===== config.mk =====
export PLATFORM = sky130hd
export DESIGN_NAME = bclc_core
export DESIGN_NICKNAME = d
export VERILOG_FILES = /design/src/design/bclc_pkg.sv /design/src/design/bclc_core.sv
export SDC_FILE = /design/constraint.sdc
export NUM_CORES = 1
export LEC_CHECK = 0
export BUFFER_PORTS_ARGS = -buffer_cell sky130_fd_sc_hd__buf_2
export CORE_ASPECT_RATIO = 1.25
export CORE_UTILIZATION = 56
export DETAILED_ROUTE_END_ITERATION = 8
export PLACE_DENSITY = 0.76
export SYNTH_ARGS = -nofsm -noshare
export SYNTH_HDL_FRONTEND = slang
export SYNTH_SLANG_ARGS = --single-unit

===== constraint.sdc =====
create_clock -name sys_clk -period 5 [get_ports sys_clk]
set_input_delay 0.5 -clock sys_clk [delete_from_list [all_inputs] [get_ports sys_clk]]
set_output_delay 0.5 -clock sys_clk [all_outputs]
set_load 0.01 [all_outputs]

===== src/design/bclc_pkg.sv =====
// constants, field positions and types for the black level correction loop
// assumes one master clock domain; every figure here is named once and shared
package bclc_pkg;

    // register file
    localparam int unsigned REG_COUNT = 16;
    localparam int unsigned REG_AW    = 4;
    localparam int unsigned REG_DW    = 8;

    localparam logic [3:0] ADDR_GAIN0        = 4'h0;
    localparam logic [3:0] ADDR_OFFSET0      = 4'h4;
    localparam logic [3:0] ADDR_OFFSET3      = 4'h7;
    localparam logic [3:0] ADDR_BLACK_TARGET = 4'hB;
    localparam logic [3:0] ADDR_CTRL0        = 4'hC;
    localparam logic [3:0] ADDR_CTRL1        = 4'hD;
    localparam logic [3:0] ADDR_POWER0       = 4'hE;
    localparam logic [3:0] ADDR_POWER1       = 4'hF;

    // reset values
    localparam logic [7:0] RST_ZERO         = 8'h00;
    localparam logic [7:0] RST_BLACK_TARGET = 8'h20;
    localparam logic [7:0] RST_CTRL0        = 8'h4E;
    localparam logic [7:0] RST_CTRL1        = 8'h00;
    localparam logic [7:0] RST_POWER0       = 8'hAA;
    localparam logic [7:0] RST_POWER1       = 8'h5A;

    // control register 0 fields
    localparam int unsigned CTRL0_OFS_OUT_BIT = 0;
    localparam int unsigned CTRL0_SCALE_LSB   = 4;
    localparam int unsigned CTRL0_SINGLE_BIT  = 6;
    localparam int unsigned CTRL0_AUTO_BIT    = 7;
    // control register 1 fields
    localparam int unsigned CTRL1_RST_OVR_BIT = 0;
    localparam int unsigned CTRL1_VID_OVR_BIT = 1;

    // serial command: read flag, 4 address bits, 8 data bits, msb first
    localparam logic [3:0] CMD_BITS      = 4'd13;
    localparam logic [3:0] CMD_HDR_BITS  = 4'd5;

    // loop and datapath
    localparam logic [4:0] BLK_MIN_CYCLES  = 5'd20;
    localparam logic [2:0] AVG_LAST        = 3'd7;
    localparam int unsigned AVG_SHIFT      = 3;
    localparam int unsigned PIPE_LATENCY   = 7;
    localparam int unsigned ADC_W          = 10;
    localparam logic [7:0] TARGET_MAX      = 8'd54;
    localparam int unsigned DAC_STEP_TENTHS = 4;
    localparam logic signed [7:0] OFS_MAX  = 8'sh7F;
    localparam logic signed [7:0] OFS_MIN  = -8'sh80;

    // synchronised pin vector positions
    localparam int unsigned PIN_SCLK = 0;
    localparam int unsigned PIN_SDI  = 1;
    localparam int unsigned PIN_SEN  = 2;
    localparam int unsigned PIN_BLK  = 3;
    localparam int unsigned PIN_ROVR = 4;
    localparam int unsigned PIN_VOVR = 5;
    localparam int unsigned PIN_W    = 6;

    typedef enum logic [1:0] {
        LOOP_IDLE = 2'b00,
        LOOP_ACC  = 2'b01,
        LOOP_UPD  = 2'b10
    } bclc_loop_t;

endpackage


===== src/design/bclc_core.sv =====
// black level correction loop, serial configuration registers, sample strobes and output pipeline
// assumes pins arrive asynchronously and are synchronised here; adc_code and color_index are on sys_clk
// Function
// - automatic mode averages eight black pixel codes while the window is asserted.
// - error equals target level minus averaged black code.
// - two-bit field scales error from full down to one sixteenth.
// - offset-output bit routes applied offset (loop or stored) to the pixel bus instead of DAC.
// - automatic correction runs only while the auto-calibration bit is set.
// - manual mode applies one of four stored offsets, chosen per pixel.
// - sample appears on output pins seven clocks after acquisition.
// - pixel output bus is ten bits wide.
// - reset and video levels taken on falling edges of internal strobes.
// - override pin falling edges replace internal strobe falls, shortening pulses.
// - sixteen eight-bit configuration registers written through the serial port.
// - reset loads every configuration register with its default.
// - default contents give single channel: one gain and one offset.
// - gain register n pairs with offset register n.
// - offset registers are read-only while auto-calibration is enabled.
// - one offset DAC step moves output 0.4 code, range about 54 codes.
// - loop target is the eight-bit black level, reachable up to 54.
// - pipeline latency is seven master clock periods.
`timescale 1ns/100ps

module bclc_core
    import bclc_pkg::*;
(
    input  wire logic              sys_clk,
    input  wire logic              rst_n,
    input  wire logic              ser_clk,
    input  wire logic              ser_data_in,
    input  wire logic              ser_enable_n,
    output logic                   ser_data_out,
    output logic                   ser_data_out_oe,
    input  wire logic              black_clamp_window,
    input  wire logic              reset_sample_override,
    input  wire logic              video_sample_override,
    input  wire logic [1:0]        color_index,
    input  wire logic [ADC_W-1:0]  adc_code,
    output logic                   reset_sample_strobe,
    output logic                   video_sample_strobe,
    output logic                   reset_sample_take,
    output logic                   video_sample_take,
    output logic [REG_DW-1:0]      gain_code,
    output logic [REG_DW-1:0]      offset_code,
    output logic [ADC_W-1:0]       pixel_out,
    output logic                   loop_active
);

    function automatic logic [7:0] reg_default(input logic [3:0] addr);
        case (addr)
            ADDR_BLACK_TARGET: reg_default = RST_BLACK_TARGET;
            ADDR_CTRL0:        reg_default = RST_CTRL0;
            ADDR_CTRL1:        reg_default = RST_CTRL1;
            ADDR_POWER0:       reg_default = RST_POWER0;
            ADDR_POWER1:       reg_default = RST_POWER1;
            default:           reg_default = RST_ZERO;
        endcase
    endfunction

    function automatic logic is_offset_addr(input logic [3:0] addr);
        is_offset_addr = (addr >= ADDR_OFFSET0) && (addr <= ADDR_OFFSET3);
    endfunction

    // pin synchronisers
    logic [PIN_W-1:0]  pin_meta_q;
    logic [PIN_W-1:0]  pin_sync_q;
    logic [PIN_W-1:0]  pin_prev_q;
    logic [PIN_W-1:0]  pin_raw;

    assign pin_raw = {video_sample_override, reset_sample_override, black_clamp_window,
                      ser_enable_n, ser_data_in, ser_clk};

    always_ff @(posedge sys_clk)
    begin
        if (!rst_n)
        begin
            // enable idles high; a low reset value would open a false frame after reset
            pin_meta_q <= PIN_W'(1 << PIN_SEN);
            pin_sync_q <= PIN_W'(1 << PIN_SEN);
            pin_prev_q <= PIN_W'(1 << PIN_SEN);
        end
        else
        begin
            pin_meta_q <= pin_raw;
            pin_sync_q <= pin_meta_q;
            pin_prev_q <= pin_sync_q;
        end
    end

    logic sclk_rise;
    logic sclk_fall;
    logic sen_fall;
    logic sen_rise;
    logic sen_active;
    logic rovr_fall;
    logic vovr_fall;
    logic blk_level;

    assign sclk_rise  = pin_sync_q[PIN_SCLK] & ~pin_prev_q[PIN_SCLK];
    assign sclk_fall  = ~pin_sync_q[PIN_SCLK] & pin_prev_q[PIN_SCLK];
    assign sen_fall   = ~pin_sync_q[PIN_SEN] & pin_prev_q[PIN_SEN];
    assign sen_rise   = pin_sync_q[PIN_SEN] & ~pin_prev_q[PIN_SEN];
    assign sen_active = ~pin_sync_q[PIN_SEN];
    assign rovr_fall  = ~pin_sync_q[PIN_ROVR] & pin_prev_q[PIN_ROVR];
    assign vovr_fall  = ~pin_sync_q[PIN_VOVR] & pin_prev_q[PIN_VOVR];
    assign blk_level  = pin_sync_q[PIN_BLK];

    // configuration registers
    logic [REG_DW-1:0]  cfg_q [REG_COUNT];
    logic [3:0]         bit_cnt_q;
    logic [12:0]        cmd_shift_q;
    logic [7:0]         rd_shift_q;
    logic               rd_drive_q;
    logic signed [7:0]  integ_q;

    logic               auto_en;
    logic               ofs_out_en;
    logic               single_ch;
    logic [1:0]         scale_sel;
    logic               rovr_en;
    logic               vovr_en;

    assign auto_en    = cfg_q[ADDR_CTRL0][CTRL0_AUTO_BIT];
    assign ofs_out_en = cfg_q[ADDR_CTRL0][CTRL0_OFS_OUT_BIT];
    assign single_ch  = cfg_q[ADDR_CTRL0][CTRL0_SINGLE_BIT];
    assign scale_sel  = cfg_q[ADDR_CTRL0][CTRL0_SCALE_LSB+1:CTRL0_SCALE_LSB];
    assign rovr_en    = cfg_q[ADDR_CTRL1][CTRL1_RST_OVR_BIT];
    assign vovr_en    = cfg_q[ADDR_CTRL1][CTRL1_VID_OVR_BIT];

    logic        cmd_read;
    logic [3:0]  cmd_addr;
    logic [7:0]  cmd_data;
    logic [7:0]  rd_value;

    assign cmd_read = cmd_shift_q[12];
    assign cmd_addr = cmd_shift_q[11:8];
    assign cmd_data = cmd_shift_q[7:0];

    // offsets under the loop read back the live integrator
    always_comb
    begin
        rd_value = cfg_q[cmd_shift_q[3:0]];
        if (auto_en && is_offset_addr(cmd_shift_q[3:0]))
            rd_value = integ_q;
    end

    // bit counter and command shifter; bits past the thirteenth are ignored
    always_ff @(posedge sys_clk)
    begin
        if (!rst_n)
        begin
            bit_cnt_q   <= 4'd0;
            cmd_shift_q <= 13'h0000;
        end
        else if (sen_fall)
        begin
            bit_cnt_q   <= 4'd0;
            cmd_shift_q <= 13'h0000;
        end
        else if (sen_active && sclk_rise && bit_cnt_q < CMD_BITS)
        begin
            bit_cnt_q   <= bit_cnt_q + 4'd1;
            cmd_shift_q <= {cmd_shift_q[11:0], pin_sync_q[PIN_SDI]};
        end
    end

    // read data leaves msb first on falling serial clock after the header
    always_ff @(posedge sys_clk)
    begin
        if (!rst_n)
        begin
            rd_shift_q <= 8'h00;
            rd_drive_q <= 1'b0;
        end
        else if (!sen_active)
        begin
            rd_drive_q <= 1'b0;
        end
        else if (bit_cnt_q == CMD_HDR_BITS && sclk_fall && cmd_shift_q[4])
        begin
            rd_shift_q <= rd_value;
            rd_drive_q <= 1'b1;
        end
        else if (rd_drive_q && sclk_fall)
        begin
            rd_shift_q <= {rd_shift_q[6:0], 1'b0};
        end
    end

    assign ser_data_out    = rd_drive_q & rd_shift_q[7];
    assign ser_data_out_oe = rd_drive_q;

    logic wr_commit;

    // a short command is dropped whole
    assign wr_commit = sen_rise && (bit_cnt_q == CMD_BITS) && !cmd_read;

    always_ff @(posedge sys_clk)
    begin
        if (!rst_n)
        begin
            for (int i = 0; i < REG_COUNT; i++)
                cfg_q[i] <= reg_default(i[3:0]);
        end
        else if (wr_commit && !(auto_en && is_offset_addr(cmd_addr[3:0])))
        begin
            cfg_q[cmd_shift_q[11:8] & 4'hF] <= cmd_data;
        end
    end

    // internal strobes: reset strobe high while phase_q is 1, video strobe while phase_q is 0
    logic  phase_q;
    logic  rst_strb_q;
    logic  vid_strb_q;
    logic  rst_take_q;
    logic  vid_take_q;

    always_ff @(posedge sys_clk)
    begin
        if (!rst_n)
            phase_q <= 1'b0;
        else
            phase_q <= ~phase_q;
    end

    // an enabled override fall ends the pulse early and takes the sample in place of the internal fall
    always_ff @(posedge sys_clk)
    begin
        if (!rst_n)
        begin
            rst_strb_q <= 1'b0;
            vid_strb_q <= 1'b0;
            rst_take_q <= 1'b0;
            vid_take_q <= 1'b0;
        end
        else
        begin
            rst_strb_q <= !phase_q && !(rovr_en && rovr_fall);
            vid_strb_q <= phase_q && !(vovr_en && vovr_fall);
            rst_take_q <= rovr_en ? (rovr_fall && rst_strb_q) : (rst_strb_q && phase_q);
            vid_take_q <= vovr_en ? (vovr_fall && vid_strb_q) : (vid_strb_q && !phase_q);
        end
    end

    assign reset_sample_strobe = rst_strb_q;
    assign video_sample_strobe = vid_strb_q;
    assign reset_sample_take   = rst_take_q;
    assign video_sample_take   = vid_take_q;

    // output pipeline: six stages here and the output register give seven clocks
    logic [ADC_W-1:0] acq_q;
    logic [ADC_W-1:0] pipe_q [PIPE_LATENCY-1];

    always_ff @(posedge sys_clk)
    begin
        if (!rst_n)
        begin
            acq_q     <= '0;
            pipe_q[0] <= '0;
        end
        else
        begin
            if (vid_take_q)
                acq_q <= adc_code;
            pipe_q[0] <= vid_take_q ? adc_code : acq_q;
        end
    end

    genvar g;
    generate
        for (g = 1; g < PIPE_LATENCY - 1; g++)
        begin : g_pipe
            always_ff @(posedge sys_clk)
            begin
                if (!rst_n)
                    pipe_q[g] <= '0;
                else
                    pipe_q[g] <= pipe_q[g-1];
            end
        end
    endgenerate

    // black level loop
    bclc_loop_t         loop_q;
    logic [4:0]         hi_cnt_q;
    logic [2:0]         avg_cnt_q;
    logic [12:0]        sum_q;
    logic               armed;

    assign armed = auto_en && blk_level;

    always_ff @(posedge sys_clk)
    begin
        if (!rst_n)
            hi_cnt_q <= 5'd0;
        else if (!blk_level)
            hi_cnt_q <= 5'd0;
        else if (hi_cnt_q < BLK_MIN_CYCLES)
            hi_cnt_q <= hi_cnt_q + 5'd1;
    end

    always_ff @(posedge sys_clk)
    begin
        if (!rst_n)
        begin
            loop_q    <= LOOP_IDLE;
            avg_cnt_q <= 3'd0;
            sum_q     <= 13'h0000;
        end
        else
        begin
            case (loop_q)
                LOOP_IDLE:
                begin
                    avg_cnt_q <= 3'd0;
                    sum_q     <= 13'h0000;
                    if (armed)
                        loop_q <= LOOP_ACC;
                end
                LOOP_ACC:
                begin
                    if (!armed)
                        loop_q <= LOOP_IDLE;
                    else if (vid_take_q)
                    begin
                        sum_q     <= sum_q + {3'b000, adc_code};
                        avg_cnt_q <= avg_cnt_q + 3'd1;
                        if (avg_cnt_q == AVG_LAST)
                            loop_q <= LOOP_UPD;
                    end
                end
                LOOP_UPD:
                begin
                    sum_q     <= 13'h0000;
                    avg_cnt_q <= 3'd0;
                    loop_q    <= armed ? LOOP_ACC : LOOP_IDLE;
                end
                default:
                    loop_q <= LOOP_IDLE;
            endcase
        end
    end

    logic [7:0]          target;
    logic [ADC_W-1:0]    avg_code;
    logic signed [10:0]  err;
    logic signed [10:0]  err_scaled;
    logic signed [11:0]  integ_next;

    // the offset DAC moves 0.4 code a step, so targets above 54 cannot be reached
    assign target     = (cfg_q[ADDR_BLACK_TARGET] > TARGET_MAX) ? TARGET_MAX : cfg_q[ADDR_BLACK_TARGET];
    assign avg_code   = sum_q[ADC_W+AVG_SHIFT-1:AVG_SHIFT];
    assign err        = $signed({3'b000, target}) - $signed({1'b0, avg_code});
    // top setting jumps to one sixteenth so two bits span full down to /16
    assign err_scaled = err >>> ((scale_sel == 2'd3) ? 3'd4 : {1'b0, scale_sel});
    assign integ_next = 12'(integ_q) + 12'(err_scaled);

    // an update only counts when the window has been held long enough
    always_ff @(posedge sys_clk)
    begin
        if (!rst_n)
            integ_q <= 8'sh00;
        else if (loop_q == LOOP_UPD && hi_cnt_q == BLK_MIN_CYCLES && auto_en)
        begin
            if (integ_next > 12'(OFS_MAX))
                integ_q <= OFS_MAX;
            else if (integ_next < 12'(OFS_MIN))
                integ_q <= OFS_MIN;
            else
                integ_q <= integ_next[7:0];
        end
    end

    assign loop_active = (loop_q != LOOP_IDLE);

    // gain and offset selection, register n paired with offset n
    logic [1:0]  chan;
    logic [7:0]  ofs_applied;

    assign chan        = single_ch ? 2'd0 : color_index;
    assign ofs_applied = auto_en ? integ_q : cfg_q[ADDR_OFFSET0 + {2'b00, chan}];

    logic [REG_DW-1:0] gain_q;
    logic [REG_DW-1:0] ofs_q;
    logic [ADC_W-1:0]  pix_q;

    always_ff @(posedge sys_clk)
    begin
        if (!rst_n)
        begin
            gain_q <= RST_ZERO;
            ofs_q  <= RST_ZERO;
        end
        else
        begin
            gain_q <= cfg_q[ADDR_GAIN0 + {2'b00, chan}];
            ofs_q  <= ofs_out_en ? RST_ZERO : ofs_applied;
        end
    end

    // offset takes the bus, sign-extended, while routed out
    always_ff @(posedge sys_clk)
    begin
        if (!rst_n)
            pix_q <= '0;
        else if (ofs_out_en)
            pix_q <= {{(ADC_W-8){ofs_applied[7]}}, ofs_applied};
        else
            pix_q <= pipe_q[PIPE_LATENCY-2];
    end

    assign gain_code   = gain_q;
    assign offset_code = ofs_q;
    assign pixel_out   = pix_q;

endmodule


Word-level counts from Yosys, hierarchy flattened
Memory sizes are Yosys's and may differ from the RTL's. A register that Yosys moved wholly into a read port is not among the register bits.
Index checks and enable logic that the tools add are counted.

word-level totals
  output and inout port bits = 33
  memories = 2
  register bits after elaboration = 108
  word-level logic and storage cells = 160
  RAM bits = 188
  input port bits = 20

operators by class
  shifts and indexed selects = 1
  bitwise gates (word level) = 21
  add/subtract/negate cells = 7
  reduce and logical (&&, ||, !) cells = 42
  multiplexer cells = 46
  equal/unequal tests = 12
  magnitude comparators = 9

memories
  name    words  width  rd ports  clocked after Yosys merged registers in  wr ports  RTL line          text
  cfg_q   16     8      6         2                                        16        bclc_core.sv:109  logic [REG_DW-1:0] cfg_q [REG_COUNT];
  pipe_q  6      10     6         0                                        6         bclc_core.sv:252  logic [ADC_W-1:0] pipe_q [PIPE_LATENCY-1];

operators with widths
  cell                                                                                 count
  8-bit 2-to-1 mux                                                                     13
  10-bit 2-to-1 mux                                                                    8
  13-bit 2-to-1 mux                                                                    2
  13-bit one-hot mux with 2 select lines                                               1
  1-bit logical AND                                                                    23
  13-bit by 10-bit adder with 13-bit output                                            1
  8-bit by 11-bit adder with 12-bit output                                             1
  12-bit by 8-bit > comparator with 1-bit output, second input constant                1
  12-bit by 8-bit < comparator with 1-bit output, second input constant                1
  4-bit 2-to-1 mux                                                                     3
  11-bit by 3-bit >>> shifter with 11-bit output                                       1
  8-bit by 10-bit subtractor with 11-bit output                                        1
  2-bit 2-to-1 mux                                                                     5
  1-bit 2-to-1 mux                                                                     9
  3-bit 2-to-1 mux                                                                     3
  4-bit by 3-bit greater-or-equal comparator with 1-bit output, second input constant  2
  8-bit by 6-bit > comparator with 1-bit output, second input constant                 1
  4-bit by 3-bit <= comparator with 1-bit output, second input constant                2
  1-bit inverter                                                                       8
  2-bit OR reduction                                                                   4
  8-bit OR reduction                                                                   1
  1-bit AND                                                                            7
  1-bit zero test                                                                      6
  2-bit != test, second input constant                                                 3
  other kinds (20)                                                                     31

Logic depth before layout (Yosys ltp)
Gate-level depths: netlist (run 1).

  word-level depth = 10
  gate-level depth with buffers = 21
  mapped depth without buffers = 21

Least setup slack after synthesis (run 1)
Ideal clock, no wire load.

  path kind = reg-to-reg
  from = memory cfg_q[11][0]
  to = register integ_q[0]
  cell stages (with the launch flop) = 21
  arrival = 4536 ps
  setup time = 119 ps
  slack = 346 ps
  data required time = 4881 ps
  clock period less this slack = 4654 ps
  path buffers = 0
  cell sequence = edfxtp_1 a31oi_1 o21ai_0 inv_1 nand2_1 ha_1 fa_1 nor2b_1 o21ai_1 a21boi_1 o21ai_1 a2111o_1 mux4_2 ha_1 a21oi_2 o21ai_1 a2111oi_2 nor3b_1 o41a_1 nand2b_4 o221a_1

RTL lines
  item                  RTL line          text
  start, declared       bclc_core.sv:109
  end signal, assigned  bclc_core.sv:370  integ_q <= integ_next[7:0];
  end, declared         bclc_core.sv:114  logic signed [7:0] integ_q;

==> metrics.csv, run 1 <==
metric,value,unit
result of the run,completed,
Worst Tran Pin Value,1260,ps
largest family of logic cells by synthesized area,simple AND/OR/NAND/NOR gates,
Max VDD drop,0.283,mV
cell area after technology mapping,13700,µm²
endpoint type of the worst setup path,flip-flop,
count of flip-flops with a built-in enable after synthesis,128,
CP Data Arrival Time,5280,ps
share of cell area taken by muxes after synthesis,11.1,%
endpoint of the lowest-slack register-to-register path,integ_q[1],
sink count of the clock tree,296,
distinct cell type count of the synthesized netlist,66,
async set or reset register ratio after synthesis,0,%
Avg Vias per Cell,5.84,
clock transition time at the flip-flop clock pins of the worst setup and hold paths,70,ps
worst-case register-to-register setup slack,160,ps
width of the die,142,µm
top post-synthesis cells by area,"edfxtp_1, dfxtp_1, and2_1",
Post-Syn Instances,1201,
growth of design area from synthesis to finish,14.0,%
largest net degree at the start of global routing,58,
Synth Area in XOR/XNOR,1.41,%
total instance count after detailed placement,1535,
IO Count,53,
routed wirelength normalized by instance count,19.8,µm
hold depth,2,
via total after detailed routing,9336,
post-synthesis simple-gate area fraction,19.6,%
Power Density,332,nW/µm²
path class of the lowest-slack min-delay path,primary input to flip-flop,
final setup violation count,0,
clock root cell,clkbuf_16,
Worst Reg2Reg Path Length in Cells,20,
total iterations of the first detailed-routing run,5,
grt ovf,0,
minimum clock period after layout,4840,ps
reg-to-reg startpoint,cfg_q[11][2],
part of the cycle the worst path needs,96.9,%
total CTS buffers,29,
Compound-Gate Fraction of Synth Area,8.49,%
crit path capture,integ_q[1],
number of global-route vias before repair,9134,
final cell count without fillers,1599,
number of hold-repair buffers added at the cts stage,0,
number of max-slew violations in the final report,0,
top fanout value on the critical path,7,
Slew Limit Headroom,14.9,%
final design utilization,65.4,%
core area,23800,µm²
Critical Setup Path Class,flip-flop to flip-flop,
first-pass GRT wire length,48600,µm
clock tree from TritonCTS,done,
FP Rows,63,
register bit total from synthesis,296,
number of hold violations in the final report,0,
mean instance size in the synthesized netlist,11.4,µm²
routability congestion estimate,0.879,
startpoint type of the worst setup path,flip-flop,
Adder-Cell Fraction of Synth Area,3.83,%
NumNets Final,1311,
largest area contributor in the netlist,edfxtp_1,
Clock Latency Late Sink,550,ps
Static Leakage,6.01,nW
post-synth top area share,28.1,%
number of antenna violations at the first check in global routing,0,
CTS H-tree depth,1,
share of post-route cells with drive strength above 1,18.7,%
count of warnings emitted by yosys,0,
starting utilization of the core area,57.4,%
estimated wirelength of the detail-placed design,21700,µm
Clock Tree Buf Depth,3,
number of buffers added on ports,52,
number of DRC violations after detailed-routing iteration 0,754,
global router's overall resource usage,25.3,%
final routed DRC violation total,0,
Worst Clk Skew,27.1,ps
dominant register cell in the synthesized netlist,dfxtp_1,
final WL,31600,µm
die area,25000,µm²
Worst Path Required,5430,ps
startpoint of the most critical setup path,cfg_q[11][2],
DIE HEIGHT,177,µm
highest clock frequency the design can meet,206,MHz
Maximum Capacitance Violations,0,
remaining antenna violation count,0,
number of antenna repair diodes,0,
sequential area share after synthesis,52.8,%
## routing by layer
layer  GRT usage [%]  share of wire [%]
met1            30.6                 39
met2            43.8                 49
met3            3.85                6.7
met4            12.7                5.0
met5               0                  0
## worst max-delay path: stages, from the launching register on
cell       delay [ps]
edfxtp_1          410
a31oi_1           170
o21ai_1           120
inv_1              90
nand2_2            70
ha_4              170
fa_2              370
nor2b_2           140
o21ai_2            80
a21boi_2          170
o21ai_2           100
a2111o_1          430
mux4_2            540
ha_4              250
a21oi_4           180
o211ai_2          150
a2111oi_4         320
nor3b_2           120
o41a_1            410
nand2b_4          180
o221a_1           260
## synthesized netlist by cell type, types with 8 or more instances
| cell type | number |
|---|---|
| o211a_1 | 9 |
| o21ai_0 | 26 |
| xnor2_1 | 15 |
| o211ai_1 | 10 |
| nand2b_1 | 16 |
| a21oi_1 | 34 |
| or3_1 | 21 |
| nor2_1 | 68 |
| nor3_1 | 14 |
| dfxtp_1 | 168 |
| a21boi_1 | 9 |
| nand3_1 | 23 |
| and2_1 | 183 |
| inv_1 | 24 |
| nand2_1 | 104 |
| ha_1 | 37 |
| edfxtp_1 | 128 |
| mux4_2 | 48 |
| nor2b_1 | 30 |
| a21o_1 | 8 |
| clkbuf_1 | 56 |
| a211oi_1 | 12 |
| and3_1 | 13 |
| mux2i_1 | 40 |
## flip-flops by register name, summed over array words and instances, names as in the netlist, 2 cells and up, named ones only
name,cells
acq_q,9
rd_shift_q,8
pin_prev_q,4
cmd_shift_q,13
hi_cnt_q,5
offset_code,8
pin_meta_q,6
sum_q,13
loop_q,2
pin_sync_q,6
pipe_q,51
gain_code,8
integ_q,8
pixel_out,10
avg_cnt_q,3
cfg_q,128
bit_cnt_q,4
## how the worst min path moves through the flow
stage                       start  slack [ps]       endpoint
finish               ser_enable_n         130  pin_meta_q[2]
global route         ser_enable_n         120  pin_meta_q[2]
CTS                  ser_enable_n         120  pin_meta_q[2]
detailed placement  pin_meta_q[2]         400  pin_sync_q[2]
global placement    pin_meta_q[2]         390  pin_sync_q[2]
floorplan           pin_meta_q[2]         390  pin_sync_q[2]
## stage by stage
step	setup TNS, ps	worst slack (ps)	hold slack, ps	total power, mW	area (µm²)
after floorplan	0	346	386	2.88	13700
after global placement	0	91.0	390	2.98	14200
after detailed placement	-746	-149	399	2.99	14200
after CTS	0	18.7	117	5.16	15200
after global routing	-126	-24.7	121	5.33	15600
final	0	156	130	5.17	15600
## cell usage in the layout (no fill, tap or decap), types with 21 or more instances in the layout
cell type / netlist / routed
nand2_1: 104 / 102
and2_1: 183 / 182
nor2_1: 68 / 67
a21oi_1: 34 / 31
buf_4: 0 / 34
dfxtp_1: 168 / 167
o21ai_0: 26 / 25
nand3_1: 23 / 22
or3_1: 21 / 21
nor2b_1: 30 / 29
mux2i_1: 40 / 40
clkbuf_16: 0 / 32
mux4_2: 48 / 48
buf_2: 3 / 51
inv_1: 24 / 24
edfxtp_1: 128 / 128
ha_1: 37 / 27
## cells by family after synthesis
kind of cell / after synthesis
AND/OR/NAND/NOR: 497
flip-flops: 296
AO/OA/AOI/OAI: 161
buffers and inverters: 93
multiplexers: 91
adder cells (fa/ha/maj): 40
XOR/XNOR: 22
other: 1
## area by class of cell
cell class                      instances  area, µm²
Tap cell                              325        407
Clock inverter                         15        106
Clock buffer                           39        868
Multi-Input combinational cell        813       6370
Inverter                               25       93.8
Timing Repair Buffer                   86        522
Fill cell                            1819       8230
Sequential cell                       296       7210
## power by group
group / internal, mW / total [mW] / switching (mW)
clock: 1.27 / 2.19 / 0.915
combinational: 0.153 / 0.347 / 0.194
sequential: 2.59 / 2.63 / 0.0429
## timing repair
item,in CTS,in global routing
resized for setup,5,43
pin swaps,5,30
setup endpoints to repair,7,7
gates cloned,0,0
buffers inserted,2,8
Power figures use the tool's default switching activity.
==> inputs of run 2 (changes only) <==
--- a/config.mk
+++ b/config.mk
@@ -7,9 +7,9 @@
 export LEC_CHECK = 0
 export BUFFER_PORTS_ARGS = -buffer_cell sky130_fd_sc_hd__buf_2
 export CORE_ASPECT_RATIO = 1.25
-export CORE_UTILIZATION = 56
+export CORE_UTILIZATION = 60
 export DETAILED_ROUTE_END_ITERATION = 8
-export PLACE_DENSITY = 0.76
+export PLACE_DENSITY = 0.78
 export SYNTH_ARGS = -nofsm -noshare
 export SYNTH_HDL_FRONTEND = slang
 export SYNTH_SLANG_ARGS = --single-unit
==> constraint.sdc (replaced) <==
create_clock -name sys_clk -period 5.4 [get_ports sys_clk]
set_input_delay 0.54 -clock sys_clk [delete_from_list [all_inputs] [get_ports sys_clk]]
set_output_delay 0.54 -clock sys_clk [all_outputs]
set_load 0.01 [all_outputs]
==> run 2 against run 1 <==
Setup slack improved by 150 ps; critical path depth stayed put; combinational power fell by 20%; global-route usage increased by 2.1 points; sequential power fell by 7%; maximum frequency decreased by 4.8%; register-to-register slack better by 150 ps; core utilization up 2.6 points.
==> metrics.csv, run 2 (synthesis results as in run 1) <==
metric,value,unit,change
result of the run,completed,,
final routed DRC violation total,0,,unchanged
Most Frequent Cell on Critical Path,o21ai_1,,
via total after detailed routing,9166,,-1.8%
slowest CP cell,mux4_2,,
Max VDD drop,0.304,mV,+7.3%
IO Count,53,,unchanged
Worst Clk Skew,13.4,ps,-13.7 ps
Buffers & Inverters on Critical Path,1,,unchanged
NumNets Final,1296,,-1.1%
number of DRC violations after detailed-routing iteration 0,812,,+7.7%
Sum Neg Setup Slack,0,ps,unchanged
"commonest non-fill, non-tap cell in the layout",and2_1,,
Critical Setup Path Class,flip-flop to flip-flop,,
part of the cycle the worst path needs,94.2,%,-2.6 points
width of the die,137,µm,-3.3%
grt ovf,0,,unchanged
final WL,30900,µm,-2.2%
CTS H-tree depth,1,,unchanged
"flip-flop count of the largest register, all copies and words added",128,,unchanged
endpoint type of the worst setup path,flip-flop,,
post-cts resize count,0,,-5
Worst Tran Pin Value,1230,ps,-28.7 ps
largest registers,"cfg_q: 128 flops, pipe_q: 51 flops",,
Clock Latency Late Sink,550,ps,about the same
number of hold-repair buffers added at the cts stage,0,,unchanged
Avg Vias per Cell,5.95,,+1.9%
clock transition time at the flip-flop clock pins of the worst setup and hold paths,70,ps,about the same
number of hold violations in the final report,0,,unchanged
startpoint type of the worst setup path,flip-flop,,
worst hold margin,204,ps,+74.3 ps
remaining antenna violation count,0,,unchanged
routed wirelength normalized by instance count,20.0,µm,+1.4%
die area,23400,µm²,-6.6%
number of antenna violations at the first check in global routing,0,,unchanged
Static Leakage,5.91,nW,-1.7%
highest clock frequency the design can meet,197,MHz,-4.8%
Power Density,318,nW/µm²,-4.0%
Worst Path Required,5830,ps,+400 ps
number of global-route vias before repair,8985,,-1.6%
estimated wirelength of the detail-placed design,21300,µm,-1.8%
RSZ-0062 raised after global routing,false,,
total iterations of the first detailed-routing run,6,,+1
Largest Register,cfg_q,,
CP Data Arrival Time,5520,ps,+240 ps
Slew Limit Headroom,16.8,%,+1.9 points
starting utilization of the core area,61.3,%,+3.9 points
share of post-route cells with drive strength above 1,15.2,%,-3.5 points
DIE HEIGHT,171,µm,-3.4%
number of setup buffers added after CTS,0,,-2
largest net degree at the start of global routing,101,,+74%
peak per-stage delay on the critical path,510,ps,-30 ps
gate family responsible for the most delay along the worst path,compound AO/OA/AOI/OAI gates,,
path class of the lowest-slack min-delay path,primary input to flip-flop,,
clock tree from TritonCTS,done,,
Clock Tree Buf Depth,3,,unchanged
clock root cell,clkbuf_16,,
final setup violation count,0,,unchanged
growth of design area from synthesis to finish,10.9,%,
first-pass GRT wire length,48700,µm,+0.18%
most frequent cells in the layout,"and2_1, dfxtp_1, edfxtp_1, nand2_1, nor2_1",,
routability congestion estimate,0.860,,-2.2%
FP Rows,61,,-3.2%
global router's overall resource usage,27.4,%,+2.1 points
top fanout value on the critical path,7,,unchanged
cell-by-cell listing of the critical path,a31oi_1 > o21ai_0 > inv_1 > nand2_1 > ha_1 > fa_1 > nor2b_1 > o21ai_1 > a21boi_1 > o21ai_1 > a2111o_1 > mux4_2 > ha_1 > a21oi_2 > o21ai_1 > a2111oi_2 > nor3b_1 > o41a_1 > nand2b_4 > o221a_1,,
Maximum Capacitance Violations,0,,unchanged
number of buffers added on ports,52,,unchanged
minimum clock period after layout,5090,ps,+245 ps
sink count of the clock tree,296,,unchanged
core area,22300,µm²,-6.4%
number of antenna repair diodes,0,,unchanged
total CTS buffers,29,,unchanged
number of max-slew violations in the final report,0,,unchanged
==> run 2: changes by cell type in the layout (fill, tap and decap cells not counted), moves of 3 or more <==
cell / previous run / this run
o21ai_2: 3 / 0
buf_4: 34 / 20
clkinv_2: 8 / 3
o21ai_1: 4 / 7
ha_4: 8 / 0
a21oi_1: 31 / 34
ha_1: 27 / 37
==> run 2: worst paths after layout <==
| kind | startpoint | endpoint | slack [ps] | cells after the start |
|---|---|---|---|---|
| worst max register to register | cfg_q[11][0] | integ_q[4] | 310 | 20 |
| worst min register to register | pin_meta_q[2] | pin_sync_q[2] | 410 | 1 |
| worst min-delay path | reset_sample_override | pin_meta_q[4] | 200 | 2 |
| worst max-delay path | cfg_q[11][0] | integ_q[4] | 310 | 20 |
==> run 2: metal layers <==
layer	routed length (µm)	GRT usage (%)
met1	12700	35.0
met2	15400	46.8
met3	1740	3.73
met4	1120	10.7
met5	0	0
==> run 2: final cells by class <==
type / instances / area [µm²]
clock buffers: 37 / 861
clock inverters: 16 / 154
fillers: 1648 / 7140
inverters: 25 / 93.8
multi-input cells: 813 / 6070
flip-flops and latches: 296 / 7210
well taps: 283 / 354
repair buffers: 71 / 405
==> run 2: metrics by stage <==
step / power (mW) / util [%] / std cells / setup WS (ps) / cell area (µm²)
after floorplan: 2.67 / - / 1202 / 746 / 13700
after global placement: 2.75 / 63.4 / 1488 / 492 / 14100
after detailed placement: 2.76 / 63.4 / 1488 / 376 / 14100
after CTS: 4.84 / 68.0 / 1541 / 354 / 15100
after global routing: 4.96 / 68.0 / 1541 / 9.58 / 15100
final: 4.82 / 68.0 / 1541 / 311 / 15100
==> run 2: report_power, final <==
part	switching [mW]	internal [mW]	total [mW]	leakage, nW
logic	0.159	0.120	0.279	2.81
registers	0.0411	2.40	2.44	2.58
clock network	0.874	1.23	2.10	0.510
==> inputs of run 3 (changes only) <==
--- a/config.mk
+++ b/config.mk
@@ -5,6 +5,7 @@
 export SDC_FILE = /design/constraint.sdc
 export NUM_CORES = 1
 export LEC_CHECK = 0
+export ABC_AREA = 1
 export BUFFER_PORTS_ARGS = -buffer_cell sky130_fd_sc_hd__buf_2
 export CORE_ASPECT_RATIO = 1.25
 export CORE_UTILIZATION = 60
==> run 3 against run 2 <==
Critical path depth increased by 8; register-to-register slack improved by 830 ps; first-iteration DRC count up 18%; sequential power about the same; final area about the same; clock-buffer cell count increased by 3; core utilization shrank 0.26 points; clock power down 3%; sequential cell count unchanged; highest routed layer unchanged.
==> metrics.csv, run 3 <==
metric,value,unit,change
result of the run,completed,,
post-cts resize count,0,,unchanged
final routed DRC violation total,0,,unchanged
routed wirelength normalized by instance count,17.3,µm,-14%
Maximum Capacitance Violations,0,,unchanged
Power Density,310,nW/µm²,-2.8%
final setup violation count,0,,unchanged
endpoint type of the worst setup path,flip-flop,,
IO Count,53,,unchanged
number of global-route vias before repair,10958,,+22%
number of DRC violations after detailed-routing iteration 0,961,,+18%
final design utilization,67.7,%,-0.26 points
number of setup buffers added after CTS,0,,unchanged
endpoint of the lowest-slack register-to-register path,integ_q[5],,
Static Leakage,6.47,nW,+9.6%
power share of the combinational group,5.1,%,-0.7 points
Post-Syn Instances,1684,,+40%
reg-to-reg startpoint,cfg_q[11][1],,
Clock Tree Buf Depth,3,,unchanged
Most Frequent Cell on Critical Path,nand2_1,,
Critical Setup Path Class,flip-flop to flip-flop,,
Max VDD drop,0.298,mV,-1.9%
Power Internal,3.63,mW,-3.3%
Clock Latency Late Sink,560,ps,about the same
top post-synthesis cells by area,"edfxtp_1, dfxtp_1, nand2_1",,
Worst Reg2Reg Path Length in Cells,28,,+40%
clock transition time at the flip-flop clock pins of the worst setup and hold paths,70,ps,about the same
fillers,1886,,+14%
die area,23600,µm²,+0.81%
part of the cycle the worst path needs,79.0,%,-15 points
path class of the lowest-slack min-delay path,primary input to flip-flop,,
most frequent cells in the layout,"nand2_1, inv_1, nor2_1, dfxtp_1, edfxtp_1",,
global router's overall resource usage,30.3,%,+3.0 points
Net Sw Frac,22.7,%,+0.40 points
total iterations of the first detailed-routing run,7,,+1
highest clock frequency the design can meet,235,MHz,+19%
final WL,34800,µm,+13%
"commonest non-fill, non-tap cell in the layout",nand2_1,,
CP Data Arrival Time,4690,ps,-830 ps
post-synth top area share,27.9,%,-0.23 points
crit path capture,integ_q[5],,
clock root cell,clkbuf_16,,
cell types with the highest counts after synthesis,"nand2_1, inv_1, nor2_1, dfxtp_1, edfxtp_1",,
number of hold violations in the final report,0,,unchanged
routability congestion estimate,0.903,,+5.1%
number of antenna violations at the first check in global routing,0,,unchanged
peak per-stage delay on the critical path,410,ps,-100 ps
largest net degree at the start of global routing,97,,-4.0%
dominant register cell in the synthesized netlist,dfxtp_1,,
clock tree from TritonCTS,done,,
Worst Path Required,5820,ps,about the same
largest registers,"cfg_q: 128 flops, pipe_q: 51 flops",,
Worst Tran Pin Value,1230,ps,-3.86 ps
Worst Clk Skew,13.4,ps,-0.0488 ps
RSZ-0062 raised after global routing,false,,
Largest Register,cfg_q,,
total CTS buffers,29,,unchanged
sequential area share after synthesis,52.3,%,-0.43 points
grt ovf,0,,unchanged
largest area contributor in the netlist,edfxtp_1,,
"flip-flop count of the largest register, all copies and words added",128,,unchanged
first-pass GRT wire length,55000,µm,+13%
startpoint of the most critical setup path,cfg_q[11][1],,
sw power,1.06,mW,-1.0%
distinct cell type count of the synthesized netlist,42,,-36%
number of antenna repair diodes,0,,unchanged
number of hold-repair buffers added at the cts stage,0,,unchanged
share of post-route cells with drive strength above 1,7.57,%,-7.6 points
share of power burned in the clock network,43.5,%,about the same
DIE HEIGHT,171,µm,+0.40%
power consumption,4.69,mW,-2.8%
register bit total from synthesis,296,,unchanged
worst-case register-to-register setup slack,1140,ps,+830 ps
via total after detailed routing,11503,,+25%
"count leader, synth",nand2_1,,
Sum Neg Setup Slack,0,ps,unchanged
CTS H-tree depth,1,,unchanged
async set or reset register ratio after synthesis,0,%,unchanged
Avg Vias per Cell,5.71,,-4.0%
FP Rows,61,,unchanged
remaining antenna violation count,0,,unchanged
width of the die,137,µm,+0.40%
growth of design area from synthesis to finish,9.97,%,
number of buffers added on ports,52,,unchanged
cell area after technology mapping,13800,µm²,+0.82%
estimated wirelength of the detail-placed design,24200,µm,+13%
count of warnings emitted by yosys,0,,unchanged
core area,22400,µm²,+0.34%
slowest CP cell,edfxtp_1,,
number of max-slew violations in the final report,0,,unchanged
Slew Limit Headroom,17.9,%,+1.1 points
top fanout value on the critical path,7,,unchanged
startpoint type of the worst setup path,flip-flop,,
proportion of power drawn by flip-flops and latches,51.4,%,+0.8 points
NumNets Final,1768,,+36%
mean instance size in the synthesized netlist,8.18,µm²,-28%
sink count of the clock tree,296,,unchanged
minimum clock period after layout,4260,ps,-825 ps
count of flip-flops with a built-in enable after synthesis,128,,unchanged
starting utilization of the core area,61.6,%,+0.29 points
==> run 3: cell count changes after synthesis, sizes merged, moves of 17 or more <==
| cell | before | now |
|---|---|---|
| nand2 | 104 | 346 |
| inv | 25 | 237 |
| and2 | 183 | 0 |
| nor2 | 69 | 203 |
| a21oi | 35 | 125 |
| o21ai | 33 | 122 |
| nand3 | 23 | 106 |
| mux4 | 48 | 0 |
| o211ai | 11 | 59 |
| mux2i | 40 | 0 |
| nor2b | 30 | 0 |
| or3 | 21 | 0 |
| nand2b | 17 | 0 |
==> run 3: critical path: cells and delay by family, from the launching register on <==
family	cells	cell delay, ps
AOI/OAI and AO/OA	5	960
DFF	1	410
adders and majority gates	3	960
buffers and inverters	4	360
and+or+nand+nor	16	1430
==> run 3: final cells by class <==
class / instances / area (µm²) / area share [%]
Clock buffer: 40 / 828 / 5.47
Clock inverter: 14 / 138 / 0.909
Inverter: 247 / 927 / 6.12
Multi-Input combinational cell: 1076 / 5370 / 35.5
Sequential cell: 296 / 7210 / 47.6
Tap cell: 283 / 354 / 2.34
Timing Repair Buffer: 58 / 308 / 2.03
==> run 3: per-layer routing <==
layer / GRT usage [%] / up-vias / wire, µm
met3: 3.80 / 140 / 2230
met4: 16.6 / 0 / 1940
li1: - / 5580 / -
met1: 35.6 / 5307 / 13400
met2: 53.3 / 476 / 17200
met5: 0 / - / 0
==> run 3: how the worst min path moves through the flow <==
stage / slack [ps] / endpoint / start / depth (start not counted)
after floorplan: 390 / pin_sync_q[0] / pin_meta_q[0] / 2
after global placement: 390 / pipe_q[1][6] / pipe_q[0][16] / 2
after detailed placement: 400 / pipe_q[1][11] / pipe_q[1][1] / 2
after CTS: 140 / pin_meta_q[4] / reset_sample_override / 3
after global routing: 160 / pin_meta_q[5] / video_sample_override / 3
final: 150 / pin_meta_q[4] / reset_sample_override / 3
==> run 3: power by group through the flow <==
stage	logic (mW)	registers (mW)	clock network, mW
6_report	0.239	2.41	2.04
5_1_grt	0.268	2.41	2.14
4_1_cts	0.237	2.41	2.06
3_5_place_dp	0.235	2.46	0
3_3_place_gp	0.233	2.45	0
2_1_floorplan	0.160	2.45	0
==> run 3: logic make-up after synthesis <==
group | share of synthesized area (%)
compound gates | 13.6
xor+xnor | 0.636
fa+ha+maj | 3.80
buf+inv | 8.65
flops | 52.3
other cells | 0.0272
simple gates | 20.9
==> run 3: stage by stage <==
stage | cells | hold WS (ps) | cell area (µm²) | setup slack (ps)
3_3_place_gp | 1960 | 391 | 14200 | 1340
2_1_floorplan | 1685 | 390 | 13800 | 1740
6_report | 2014 | 154 | 15100 | 1140
3_5_place_dp | 1960 | 397 | 14200 | 1170
5_1_grt | 2014 | 155 | 15100 | 562
4_1_cts | 2014 | 139 | 15100 | 1130
